## src/design/sd_pkg.sv

```systemverilog
// Behaviour
// - external sample clock drives conversion and framing
// - sample clock at most 20 MHz, one bit each
// - ones density proportional to differential input
// - zero input gives half ones
// - plus/minus 200 mV give 81.25/18.75 percent
// - plus/minus 250 mV give 89.06/10.94 percent
// - 320 mV input gives all ones
// - receiver filters and decimates with sinc3
// - ratio 256 gives one 16-bit word
// - minus/plus 250 mV map to 7169/58366
// - zero input maps to midscale 32768
// - launch on rising edge, capture next rising
// - three integrators, then three differentiators
package sd_pkg;
    // decimation and word format
    localparam int DECIM_RATIO = 256;
    localparam int CNT_W = 8;
    localparam logic [CNT_W-1:0] CNT_ZERO = 8'h00;
    localparam logic [CNT_W-1:0] CNT_LAST = 8'hff;
    localparam int WORD_W = 16;
    localparam int ORDER = 3;
    // accumulators hold 2 * 256^3 without wrap
    localparam int ACC_W = 26;
    localparam logic [ACC_W-1:0] ACC_ZERO = 26'h0000000;
    localparam logic [ACC_W-1:0] ACC_PLUS_ONE = 26'h0000001;
    localparam logic [ACC_W-1:0] ACC_MINUS_ONE = 26'h3ffffff;
    localparam logic [ACC_W-1:0] ACC_OFFSET = 26'h1000000;
    localparam int OUT_LSB = 9;
    localparam logic [WORD_W-1:0] CODE_ZERO = 16'h0000;
    localparam logic [WORD_W-1:0] CODE_MAX = 16'hffff;
    // ideal reference codes of the transfer curve
    localparam logic [WORD_W-1:0] CODE_NEG_250MV = 16'h1c01;
    localparam logic [WORD_W-1:0] CODE_MIDSCALE = 16'h8000;
    localparam logic [WORD_W-1:0] CODE_POS_250MV = 16'he3fe;
    // analog inputs in units of 10 uV, signed
    localparam int ANA_W = 16;
    localparam logic signed [ANA_W:0] ANA_FULL_SCALE = 17'sh07d00;
    localparam int MOD_W = 24;
    localparam logic signed [MOD_W-1:0] MOD_ZERO = 24'sh000000;
    // clocks: host clk 40 MHz, link clock made by divider
    localparam int CLK_PERIOD_NS = 25;
    localparam int LINK_MAX_MHZ = 20;
    localparam int LINK_DIV = 4;
    localparam int LINK_PERIOD_NS = CLK_PERIOD_NS * LINK_DIV;
    localparam int LINK_MIN_PERIOD_NS = 1000 / LINK_MAX_MHZ;
    localparam int PH_W = 2;
    localparam logic [PH_W-1:0] PH_RISE = 2'h0;
    localparam logic [PH_W-1:0] PH_FALL = 2'h2;
    localparam logic [PH_W-1:0] PH_CAPTURE = 2'h3;
    localparam logic [PH_W-1:0] PH_STEP = 2'h1;
    // output word buffer
    localparam int FIFO_DEPTH = 8;
endpackage
```

## src/design/sd_link_if.sv

```systemverilog
`timescale 1ns/1ps
interface sd_link_if;
    logic sample_clock_in;
    logic bitstream_out;
    modport device (input sample_clock_in, output bitstream_out);
    modport host (output sample_clock_in, input bitstream_out);
endinterface

```

## src/design/sd_decimator.sv

```systemverilog
`timescale 1ns/1ps
module sd_word_fifo #(
    parameter int WIDTH = 16,
    parameter int DEPTH = 8
) (
    // clock and reset
    input wire logic clk,
    input wire logic sys_rst,
    input wire logic clk_en,
    // fill side
    input wire logic in_valid,
    output logic in_ready,
    input wire logic [WIDTH-1:0] in_data,
    // drain side
    output logic out_valid,
    input wire logic out_ready,
    output logic [WIDTH-1:0] out_data
);
    localparam int AW = $clog2(DEPTH);
    localparam logic [AW:0] CNT_FULL = (AW+1)'(DEPTH);
    localparam logic [AW:0] CNT_NONE = '0;
    localparam logic [AW-1:0] PTR_LAST = AW'(DEPTH - 1);
    localparam logic [AW-1:0] PTR_NONE = '0;

    logic [WIDTH-1:0] mem_q [DEPTH];
    logic [WIDTH-1:0] mem_d [DEPTH];
    logic [AW-1:0] wr_q, wr_d, rd_q, rd_d;
    logic [AW:0] cnt_q, cnt_d;
    logic push, pop;

    // pointer wrap used by both pointers
    function automatic logic [AW-1:0] ptr_next(input logic [AW-1:0] p);
        ptr_next = (p == PTR_LAST) ? PTR_NONE : p + 1'b1;
    endfunction

    assign in_ready = (cnt_q != CNT_FULL);
    assign out_valid = (cnt_q != CNT_NONE);
    assign out_data = mem_q[rd_q];

    // next pointers, count and storage
    always_comb begin
        push = in_valid && in_ready;
        pop = out_valid && out_ready;
        wr_d = wr_q;
        rd_d = rd_q;
        cnt_d = cnt_q;
        for (int i = 0; i < DEPTH; i++) begin
            mem_d[i] = mem_q[i];
        end
        if (clk_en) begin
            if (push) begin
                mem_d[wr_q] = in_data;
                wr_d = ptr_next(wr_q);
            end
            if (pop) begin
                rd_d = ptr_next(rd_q);
            end
            if (push && !pop) begin
                cnt_d = cnt_q + 1'b1;
            end else if (pop && !push) begin
                cnt_d = cnt_q - 1'b1;
            end
        end
        if (sys_rst) begin
            wr_d = PTR_NONE;
            rd_d = PTR_NONE;
            cnt_d = CNT_NONE;
        end
    end

    always_ff @(posedge clk) begin
        wr_q <= wr_d;
        rd_q <= rd_d;
        cnt_q <= cnt_d;
        for (int i = 0; i < DEPTH; i++) begin
            mem_q[i] <= mem_d[i];
        end
    end
endmodule

module sd_decimator (
    // clock, reset, enable
    input wire logic clk,
    input wire logic sys_rst,
    input wire logic clk_en,
    // link side
    sd_link_if.host link,
    // latest filtered code, held between updates
    output logic [sd_pkg::WORD_W-1:0] latest_code,
    output logic latest_strobe,
    // buffered word stream
    output logic word_valid,
    input wire logic word_ready,
    output logic [sd_pkg::WORD_W-1:0] word_data,
    // word dropped because the buffer was full
    output logic word_lost
);
    import sd_pkg::*;

    logic [PH_W-1:0] phase_q, phase_d;
    logic link_clk_q, link_clk_d;
    logic bit_s1_q, bit_s1_d, bit_s2_q, bit_s2_d;
    logic capture;
    logic [CNT_W-1:0] count_q, count_d;
    logic [ACC_W-1:0] integ_q [ORDER];
    logic [ACC_W-1:0] integ_d [ORDER];
    logic [ACC_W-1:0] delay_q [ORDER];
    logic [ACC_W-1:0] delay_d [ORDER];
    logic [ACC_W-1:0] diff_q [ORDER];
    logic [ACC_W-1:0] diff_d [ORDER];
    logic [ACC_W-1:0] sample;
    logic [ACC_W-1:0] shifted;
    logic [WORD_W-1:0] code_q, code_d;
    logic strobe_q, strobe_d;
    logic lost_q, lost_d;
    logic word_end;
    logic fifo_in_ready;

    // link clock divider; capture just before each rising edge
    always_comb begin
        phase_d = phase_q;
        link_clk_d = link_clk_q;
        bit_s1_d = link.bitstream_out;
        bit_s2_d = bit_s1_q;
        capture = clk_en && (phase_q == PH_CAPTURE);
        if (clk_en) begin
            phase_d = phase_q + PH_STEP;
            if (phase_d == PH_RISE) begin
                link_clk_d = 1'b1;
            end else if (phase_d == PH_FALL) begin
                link_clk_d = 1'b0;
            end
        end
        if (sys_rst) begin
            phase_d = PH_RISE;
            link_clk_d = 1'b1;
        end
    end

    always_ff @(posedge clk) begin
        phase_q <= phase_d;
        link_clk_q <= link_clk_d;
        bit_s1_q <= bit_s1_d;
        bit_s2_q <= bit_s2_d;
    end

    assign link.sample_clock_in = link_clk_q;

    // sinc3: integrators per bit, differentiators per word
    always_comb begin
        sample = bit_s2_q ? ACC_PLUS_ONE : ACC_MINUS_ONE;
        word_end = capture && (count_q == CNT_LAST);
        count_d = count_q;
        for (int i = 0; i < ORDER; i++) begin
            integ_d[i] = integ_q[i];
            delay_d[i] = delay_q[i];
            diff_d[i] = diff_q[i];
        end
        if (capture) begin
            count_d = count_q + 1'b1;
            integ_d[0] = integ_q[0] + sample;
            for (int i = 1; i < ORDER; i++) begin
                integ_d[i] = integ_q[i] + integ_q[i-1];
            end
        end
        if (word_end) begin
            diff_d[0] = integ_q[ORDER-1] - delay_q[0];
            delay_d[0] = integ_q[ORDER-1];
            for (int i = 1; i < ORDER; i++) begin
                diff_d[i] = diff_q[i-1] - delay_q[i];
                delay_d[i] = diff_q[i-1];
            end
        end
        if (sys_rst) begin
            count_d = CNT_ZERO;
            for (int i = 0; i < ORDER; i++) begin
                integ_d[i] = ACC_ZERO;
                delay_d[i] = ACC_ZERO;
                diff_d[i] = ACC_ZERO;
            end
        end
    end

    always_ff @(posedge clk) begin
        count_q <= count_d;
        for (int i = 0; i < ORDER; i++) begin
            integ_q[i] <= integ_d[i];
            delay_q[i] <= delay_d[i];
            diff_q[i] <= diff_d[i];
        end
    end

    // offset-binary code, saturated at full ones
    always_comb begin
        shifted = diff_q[ORDER-1] + ACC_OFFSET;
        code_d = code_q;
        strobe_d = 1'b0;
        lost_d = 1'b0;
        if (word_end) begin
            // the last differentiator settles one word later
            if (shifted[ACC_W-1]) begin
                code_d = CODE_MAX;
            end else begin
                code_d = shifted[OUT_LSB +: WORD_W];
            end
            strobe_d = 1'b1;
            lost_d = !fifo_in_ready;
        end
        if (sys_rst) begin
            code_d = CODE_MIDSCALE;
            strobe_d = 1'b0;
            lost_d = 1'b0;
        end
    end

    always_ff @(posedge clk) begin
        code_q <= code_d;
        strobe_q <= strobe_d;
        lost_q <= lost_d;
    end

    assign latest_code = code_q;
    assign latest_strobe = strobe_q;
    assign word_lost = lost_q;

    // buffered copy of each new code while the buffer has room
    sd_word_fifo #(
        .WIDTH(WORD_W),
        .DEPTH(FIFO_DEPTH)
    ) sd_word_fifo_inst (
        .clk(clk),
        .sys_rst(sys_rst),
        .clk_en(clk_en),
        .in_valid(word_end),
        .in_ready(fifo_in_ready),
        .in_data(code_d),
        .out_valid(word_valid),
        .out_ready(word_ready),
        .out_data(word_data)
    );
endmodule

```

## src/flat_wrapper.sv

```systemverilog
// flat-port wrapper written by rule: the top's interface ports become plain ports
module sd_decimator_flat import sd_pkg::*;
  (clk, sys_rst, clk_en, latest_code, latest_strobe, word_valid, word_ready, word_data, word_lost, link_sample_clock_in, link_bitstream_out);
  sd_link_if link_i ();
  input wire logic clk;
  input wire logic sys_rst;
  input wire logic clk_en;
  output logic [sd_pkg::WORD_W-1:0] latest_code;
  output logic latest_strobe;
  output logic word_valid;
  input wire logic word_ready;
  output logic [sd_pkg::WORD_W-1:0] word_data;
  output logic word_lost;
  output wire logic [$bits(link_i.sample_clock_in)-1:0] link_sample_clock_in;
  input wire logic [$bits(link_i.bitstream_out)-1:0] link_bitstream_out;
  assign link_sample_clock_in = link_i.sample_clock_in;
  assign link_i.bitstream_out = link_bitstream_out;
  sd_decimator u_core (.clk(clk), .sys_rst(sys_rst), .clk_en(clk_en), .link(link_i), .latest_code(latest_code), .latest_strobe(latest_strobe), .word_valid(word_valid), .word_ready(word_ready), .word_data(word_data), .word_lost(word_lost));
endmodule
```

## config.mk

```make
export PLATFORM = sky130hd
export DESIGN_NAME = sd_decimator_flat
export DESIGN_NICKNAME = d
export VERILOG_FILES = /design/src/design/sd_pkg.sv /design/src/design/sd_link_if.sv /design/src/design/sd_decimator.sv /design/src/flat_wrapper.sv
export SDC_FILE = /design/constraint.sdc
export NUM_CORES = 1
export LEC_CHECK = 0
export BUFFER_PORTS_ARGS = -buffer_cell sky130_fd_sc_hd__buf_4
export CAP_MARGIN = 20
export CORE_MARGIN = 2
export CORE_UTILIZATION = 55
export CTS_BUF_LIST = sky130_fd_sc_hd__clkbuf_16
export DETAILED_ROUTE_END_ITERATION = 7
export PLACE_DENSITY = 0.79
export SETUP_SLACK_MARGIN = 0.2
export SYNTH_ARGS = -nofsm -noshare
export SYNTH_HDL_FRONTEND = slang
export SYNTH_HIERARCHICAL = 1
export SYNTH_SLANG_ARGS = --single-unit
```

## constraint.sdc

```tcl
create_clock -name clk -period 5.26 [get_ports clk]
set_clock_uncertainty 0.2 [all_clocks]
set_input_delay 1.578 -clock clk [delete_from_list [all_inputs] [get_ports clk]]
set_output_delay 1.578 -clock clk [all_outputs]
set_load 0.02 [all_outputs]
```

Yosys cells after proc, flatten, opt, wreduce, memory -nomap -nowiden:

Memories as Yosys holds them, arrays and structs flattened. A register that Yosys moved wholly into a read port is not among the register bits.
Cells that the tools add are included.

* multipliers: 0
* div/mod/pow operators: 0
* add/subtract/negate cells: 13
* equal/unequal tests: 6
* bitwise operators: 2
* magnitude comparators: 2
* shift operators: 0
* muxes and demuxes: 24
* reduce and logical (&&, ||, !) cells: 19

Operator list (number)
* 78-bit 2-to-1 mux: 6
* 128-bit 2-to-1 mux: 2
* 128-bit bitwise mux: 1
* 26-bit adder: 3
* 26-bit subtractor: 3
* 16-bit 2-to-1 mux: 4
* 16-bit demux with 3-bit select: 1
* 26-bit by 25-bit adder with 26-bit output (second input constant): 1
* 26-bit 2-to-1 mux: 1
* 3-bit 2-to-1 mux: 4
* 8-bit by 1-bit adder with 8-bit output (second input constant): 1
* 8-bit == test (second input constant): 1
* 4-bit 2-to-1 mux: 2
* 2-bit AND reduction: 4
* 1-bit logical AND: 7
* 3-bit by 1-bit adder with 3-bit output (second input constant): 2
* 3-bit == test (second input constant): 2
* 4-bit by 1-bit adder with 4-bit output (second input constant): 1
* 2-bit == test (second input constant): 2
* 4-bit >= comparator (second input constant): 1
* 4-bit by 1-bit < comparator with 1-bit output (second input constant): 1
* 4-bit inequality test (second input constant): 1
* 3-bit NOT with 4-bit output: 1
* 2-bit nonzero test: 2
* 8 further kinds: 12

* latch bits: 0
* bits in writable memories: 362
* flip-flop bits (word level): 41
* memories: 4
* bits in read-only memories: 0
* output and inout port bits: 36
* word-level logic and storage cells: 81

Memory list
* u_core.sd_word_fifo_inst.mem_q: words 8, bits a word 16, rd ports 9, clocked after Yosys merged registers in 1, wr ports 8, RTL line sd_decimator.sv:25 `logic [WIDTH-1:0] mem_q [DEPTH];`
* u_core.delay_q: words 3, bits a word 26, rd ports 3, clocked after Yosys merged registers in 0, wr ports 3, RTL line sd_decimator.sv:107 `logic [ACC_W-1:0] delay_q [ORDER];`
* u_core.diff_q: words 3, bits a word 26, rd ports 3, clocked after Yosys merged registers in 0, wr ports 3, RTL line sd_decimator.sv:109 `logic [ACC_W-1:0] diff_q [ORDER];`
* u_core.integ_q: words 3, bits a word 26, rd ports 3, clocked after Yosys merged registers in 0, wr ports 3, RTL line sd_decimator.sv:105 `logic [ACC_W-1:0] integ_q [ORDER];`

Depth between registers and ports, before layout:

Gate-level depths: netlist (run 1).

* word-level depth: 8
* depth in mapped cells: 16

Modules after synthesis:

The synthesis (run 1) kept the hierarchy.

By module, submodules not included
* sd_decimator: instances 1, area each 15791.4 sq um, seq. area each 5124.9 sq um, cells each 2065
* sd_word_fifo: instances 1, area each 5595.4 sq um, seq. area each 4103.9 sq um, cells each 258

Worst setup path before layout (run 1):

OpenSTA, ideal clock, no wires.

* path kind: input -> register
* start: input port clk_en
* end: memory u_core.sd_word_fifo_inst.mem_q[0][0], enable pin
* stages: 10
* buffers on the path: 4
* arrival time: 4770 ps
* path slack: -140 ps
* cell sequence: clkbuf_1 -> and2_1 -> buf_4 -> and3_1 -> nand3_1 -> inv_2 -> clkbuf_1 -> buf_2 -> nand3_2 -> nor4_1

RTL lines
* from (decl): RTL line flat_wrapper.sv:7 `input wire logic clk_en;`
* to (decl): RTL line sd_decimator.sv:25

==> key figures, run 1 <==
Setup path
  – Kind of critical path: register to primary output
  – Worst-path maximum fanout: 32
  – Worst setup SP type: register
  – Crit-path leading delay family: multiplexers
  – CP Buf/Inv Count: 2
  – Slowest cell on the critical path: mux4_1
  – Worst endpoint required time: 3480 ps
  – Crit path capture type: primary output
  – Crit path arrival time: 2430 ps
  – Critical Path Most Common Cell: buf_4
  – Max stage delay on crit path: 640 ps
  – Worst path cell trace: buf_4, mux4_1, mux2_2, buf_4

Outcome
  – Status: complete, no violations

Die
  – FP Rows: 72
  – Die area: 40500 sq um
  – Die H: 201 microns
  – Io pins: 41
  – Die width: 201 microns
  – Core Region: 38600 sq um
  – Initial Util: 55.5%

Synth
  – Cell count after synthesis: 2323
  – Post-synthesis sequential area ratio: 43.2%
  – Synth Flop Type: dfxtp_1
  – Syn avg cell area: 9.21 sq um
  – Number of flops mapped to enable cells by yosys: 128
  – Synthesis-stage register bit count: 397
  – Post-synth top area share: 25.2%
  – Syn Std Cell Area: 21400 sq um
  – Post-Syn Nets: 2493
  – Asr flop ratio synth: 0%
  – Yosys top cell by area: dfxtp_1
  – Most instantiated cells after synthesis: 419 x nand2_1, 308 x a21oi_1, 269 x dfxtp_1
  – Top-count cell post-synth: nand2_1
  – Yosys warns: 6
  – Ranking of synthesized cells by area: dfxtp_1 25%, edfxtp_1 18%, ha_1 9.3%
  – Post-synthesis cell type count: 91

Layout
  – Core Util, Final: 60.8%
  – Layout Cells excl Fill: 2877
  – Finished Cell Area: 23500 sq um
  – Area Overhead vs Synth: 9.65%
  – Fin nets: 2498
  – Number of diodes: 0
  – Fill cells: 3203
  – Multi-input gate area: 11400 sq um
  – Share of cells above drive strength 1: 7.55%
  – Register area: 9230 sq um

Clock tree
  – Clk_lat worst skew: 540 ps
  – Clock Pin Slew Worst Setup and Hold Paths: 50 ps
  – Post-cts repair resize count: 0
  – CTS tree: yes
  – H-tree levels: 2
  – CTS Hold Buffers Added: 0
  – Setup bufs post-CTS: 0
  – CTS max path bufs: 3
  – Root buffer selected by CTS: clkbuf_16
  – Sink Count: 397
  – Num CTS Buffers: 42

GRT
  – Tot GR Track Use: 23.3%
  – Initial antenna violation count: 0
  – Total global routing overflow: 0
  – First-pass GRT wire length: 79.5 mm
  – Vias in the first global route: 16300
  – Largest net degree at the start of global routing: 116

Timing
  – RSZ-0062 raised after global routing: false
  – Final hold viol count: 0
  – Final setup fails: 0
  – Peak Freq: 238 MHz
  – Fin crit period: 4200 ps
  – Fin. max-slew vios: 0
  – Least-Margin Pin Slew: 960 ps
  – Setup TNS: 0 ps
  – Relative slew slack: 35.9%
  – Period utilization: 79.9%

Power and ir drop
  – Cell area power density: 261 nW/um^2
  – Pleak: 0.00861 uW
  – Max rail drop VDD: 0.236 mV

Detailed routing
  – Final ANT Viol Nets: 0
  – Detailed Route WL: 47.3 mm
  – Vias per cell: 5.81
  – Post-DR wirelength/cell: 16.4 microns
  – DR DRC count: 0
  – Drt first pass iters: 5
  – Vias: 16700
  – DR iter-0 viols: 982

Place
  – Post-DP Area: 22100 sq um
  – Port Buf Inserts: 40
  – Cells after DPL: 2802
  – Routability cong.: 0.921
  – HPWL Detailed: 32.0 mm

Job
  – Max-cap viol count: 0

Worst hold path
  – Worst Hold Class: register to register
path summary, 6_finish.rpt:
kind / cells past startpoint / to / slack (ps) / startpoint
hold / removal: 0 / u_core/bit_s2_q / 130 / u_core/bit_s1_q
setup reg to reg: 12 / u_core/integ_q[0][22] / 1350 / u_core/bit_s2_q
setup / recovery: 4 / word_data[5] / 1060 / register
hold reg to reg: 0 / u_core/bit_s2_q / 130 / u_core/bit_s1_q
per-layer routing:
| layer | share of wire, % | global-route usage [%] |
|---|---|---|
| met4 | 2.9 | 8.19 |
| met2 | 51 | 42.7 |
| met5 | 0 | 0 |
| met3 | 4.3 | 2.87 |
| met1 | 42 | 28.2 |
registers in the layout, summed over array words and instances (netlist names), named ones only:
name / count
u_core/bit_s1_q: 1
u_core/bit_s2_q: 1
u_core/count_q: 8
u_core/delay_q: 78
u_core/diff_q: 69
u_core/integ_q: 78
u_core/latest_code: 16
u_core/latest_strobe: 1
u_core/link.sample_clock_in: 1
u_core/phase_q: 2
u_core/sd_word_fifo_inst/cnt_q: 4
u_core/sd_word_fifo_inst/mem_q: 128
u_core/sd_word_fifo_inst/rd_q: 3
u_core/sd_word_fifo_inst/wr_q: 3
u_core/word_lost: 1
where the power goes:
group	switching [uW]	internal [uW]	total (uW)
clock network	1190	1630	2820
registers	6.98	3150	3160
logic	97.7	43.4	141
stage by stage:
stage | power (uW) | worst slack [ps] | hold WS (ps)
2_1_floorplan | 3330 | 261 | 110
3_3_place_gp | 3360 | 881 | 121
3_5_place_dp | 3360 | 783 | 114
4_1_cts | 6170 | 1030 | 132
5_1_grt | 6300 | 988 | 141
6_report | 6110 | 1060 | 128
cell families after synthesis:
kind of cell | count (synthesis) | share of synthesized area, %
compound gates | 601 | 17.1
xor+xnor | 115 | 4.71
fa+ha+maj | 165 | 9.86
buf+inv | 213 | 3.96
flops | 397 | 43.2
mux | 61 | 5.32
simple gates | 771 | 15.9
layout by cell type (no fill, tap or decap), drive strengths merged, types with 23 or more instances in the layout:
| master | Yosys | final |
|---|---|---|
| nand2 | 420 | 420 |
| a21oi | 312 | 312 |
| dfxtp | 269 | 269 |
| ha | 159 | 159 |
| edfxtp | 128 | 128 |
| nor2 | 123 | 123 |
| inv | 112 | 121 |
| o21ai | 93 | 93 |
| xnor2 | 72 | 72 |
| nor3 | 66 | 66 |
| buf | 27 | 60 |
| a21o | 58 | 58 |
| clkbuf | 73 | 44 |
| xor2 | 43 | 43 |
| nand3 | 43 | 43 |
| mux4 | 32 | 32 |
| nor2b | 26 | 26 |
| a211oi | 23 | 23 |
worst reg2reg max path, stage by stage, from the launching register on:
cell and delay [ps]:
dfxtp_1 370, inv_1 710, ha_1 410, nor2b_1 160, o21ai_0 190, a21oi_1 140
o31ai_1 450, a31o_4 260, nand2b_4 60, a21oi_4 220, o31ai_4 110, nor4b_1 160
a2111o_1 350
layout make-up:
cell class | count | area share, %
clock buffers | 43 | 4.59
well taps | 518 | 2.76
inverters | 113 | 1.82
repair buffers | 61 | 2.03
multi-input cells | 1713 | 48.4
flip-flops and latches | 397 | 39.4
clock inverters | 32 | 1.03
No activity file was read; power rests on OpenSTA's default activity.
==> inputs of run 2 (changes only) <==
--- a/config.mk
+++ b/config.mk
@@ -11,7 +11,7 @@
 export CORE_UTILIZATION = 55
 export CTS_BUF_LIST = sky130_fd_sc_hd__clkbuf_16
 export DETAILED_ROUTE_END_ITERATION = 7
-export PLACE_DENSITY = 0.79
+export PLACE_DENSITY = 0.76
 export SETUP_SLACK_MARGIN = 0.2
 export SYNTH_ARGS = -nofsm -noshare
 export SYNTH_HDL_FRONTEND = slang
==> constraint.sdc (replaced) <==
create_clock -name clk -period 4 [get_ports clk]
set_clock_uncertainty 0.2 [all_clocks]
set_input_delay 1.2 -clock clk [delete_from_list [all_inputs] [get_ports clk]]
set_output_delay 1.2 -clock clk [all_outputs]
set_load 0.02 [all_outputs]
==> run 2 against run 1 <==
  * Critical path depth is the same
  * Clock power up 45%
  * Final cell count grew 0.83%
  * Critical endpoint is now word_data[1]
  * Largest power group unchanged
==> key figures, run 2 (synthesis gave the netlist of run 1 again) <==
Setup path
  – Crit path arrival time: 2330 ps
  – Worst path cell trace: clkbuf_8, mux4_1, mux2_2, buf_4
  – Max stage delay on crit path: 600 ps
  – Slowest cell on the critical path: mux4_1
  – Worst-path maximum fanout: 32
  – Crit-path leading delay family: multiplexers
  – Crit path capture type: primary output
  – Worst endpoint required time: 2600 ps
  – Worst setup SP type: register
  – CP Buf/Inv Count: 2
  – Kind of critical path: register to primary output

Timing
  – Least-Margin Pin Slew: 922 ps
  – Period utilization: 93.2%
  – Fin. max-slew vios: 0
  – Peak Freq: 268 MHz
  – Fin crit period: 3730 ps
  – Relative slew slack: 38.3%
  – Final setup fails: 0
  – RSZ-0062 raised after global routing: false
  – Final hold viol count: 0
  – Setup TNS: 0 ps

Detailed routing
  – Vias: 16500
  – DR WL met3: 1.59 mm
  – Final ANT Viol Nets: 0
  – Wire length on met1: 19.3 mm
  – Drt first pass iters: 5
  – Top Metal Used: met4
  – Vias per cell: 5.70
  – DR iter-0 viols: 801
  – Detailed Route WL: 45.9 mm
  – Post-DR wirelength/cell: 15.8 microns
  – DR DRC count: 0
  – Met2 WL: 24.1 mm

Power and ir drop
  – Max rail drop VDD: 0.293 mV
  – Pleak: 0.00881 uW
  – Cell area power density: 353 nW/um^2

GRT
  – First-pass GRT wire length: 76.7 mm
  – Largest net degree at the start of global routing: 158
  – Initial antenna violation count: 0
  – Tot GR Track Use: 22.6%
  – Vias in the first global route: 15900
  – Total global routing overflow: 0

Clock tree
  – H-tree levels: 2
  – CTS max path bufs: 3
  – Setup bufs post-CTS: 0
  – Clk_lat worst skew: 560 ps
  – Sink Count: 397
  – Clock Pin Slew Worst Setup and Hold Paths: 60 ps
  – Root buffer selected by CTS: clkbuf_16
  – CTS tree: yes
  – Num CTS Buffers: 43
  – CTS Hold Buffers Added: 0

Place
  – Routability cong.: 0.889
  – Cells after DPL: 2823
  – Port Buf Inserts: 40
  – HPWL Detailed: 31.3 mm

Die
  – Die H: 201 microns
  – Die area: 40500 sq um
  – Io pins: 41
  – Initial Util: 55.5%
  – Die width: 201 microns
  – FP Rows: 72
  – Core Region: 38600 sq um

Layout
  – Top Registers: u_core/sd_word_fifo_inst/mem_q: 128 flops, u_core/delay_q: 78 flops, u_core/integ_q: 78 flops
  – Number of diodes: 0
  – Commonest cells after routing, fill and taps aside: 418 x nand2_1, 307 x a21oi_1, 269 x dfxtp_1, 157 x ha_1, 128 x edfxtp_1
  – Fill cells: 3227
  – Layout Cells excl Fill: 2901
  – Most common cell after layout, fill and taps aside: nand2_1
  – Fin nets: 2520
  – Top reg by flops: u_core/sd_word_fifo_inst/mem_q
  – Share of cells above drive strength 1: 8.81%
  – Area Overhead vs Synth: 11.5%
  – Multi-input gate area: 11400 sq um
  – Register area: 9230 sq um
  – Max reg flops: 128

Job
  – Max-cap viol count: 0

Outcome
  – Status: complete, no violations

Worst hold path
  – Worst Hold Class: register to register
-- run 2: stage by stage --
step / setup slack, ps / instance area [sq um] / power, uW / hold slack (ps) / utilization, %
after floorplan: 138 / 21500 / 4380 / 110 / -
after global placement: 355 / 22400 / 4420 / 222 / 58.0
after CTS: 226 / 23800 / 8500 / 223 / 61.8
after detailed placement: 344 / 22400 / 4420 / 219 / 58.0
after global routing: 204 / 23800 / 8670 / 218 / 61.8
final: 272 / 23800 / 8420 / 219 / 61.8
-- run 2: per-layer routing --
metal | vias to the layer above | global-route usage, %
met4 | 0 | 5.78
li1 | 8316 | -
met1 | 7824 | 26.6
met2 | 312 | 43.1
met5 | - | 0
met3 | 70 | 2.72
-- run 2: worst paths after layout --
path / startpoint / endpoint / slack (ps) / cells past startpoint
worst max register to register: u_core/diff_q[0][0] / u_core/diff_q[0][50] / 590 / 14
worst max-delay path: register / word_data[1] / 270 / 4
worst min register to register: u_core/bit_s1_q / u_core/bit_s2_q / 220 / 0
worst min-delay path: u_core/bit_s1_q / u_core/bit_s2_q / 220 / 0
-- run 2: cell type report --
| cell class | count | area share [%] |
|---|---|---|
| inverters | 113 | 1.80 |
| clock inverters | 35 | 1.67 |
| repair buffers | 82 | 2.74 |
| multi-input cells | 1713 | 47.8 |
| clock buffers | 43 | 4.51 |
| well taps | 518 | 2.72 |
| flip-flops and latches | 397 | 38.7 |
-- run 2: power breakdown --
group          switching [uW]  leakage, uW  total, uW  internal, uW
registers                9.31      0.00306       4150          4140
clock network            1600     0.000748       4080          2480
logic                     127      0.00500        188          60.3
total                    1740      0.00881       8420          6680
-- run 2: repair_timing --
action / in CTS / in global routing
pin swaps: 0 / 0
gates resized for setup: 1 / 1
setup endpoints to repair: 16 / 2
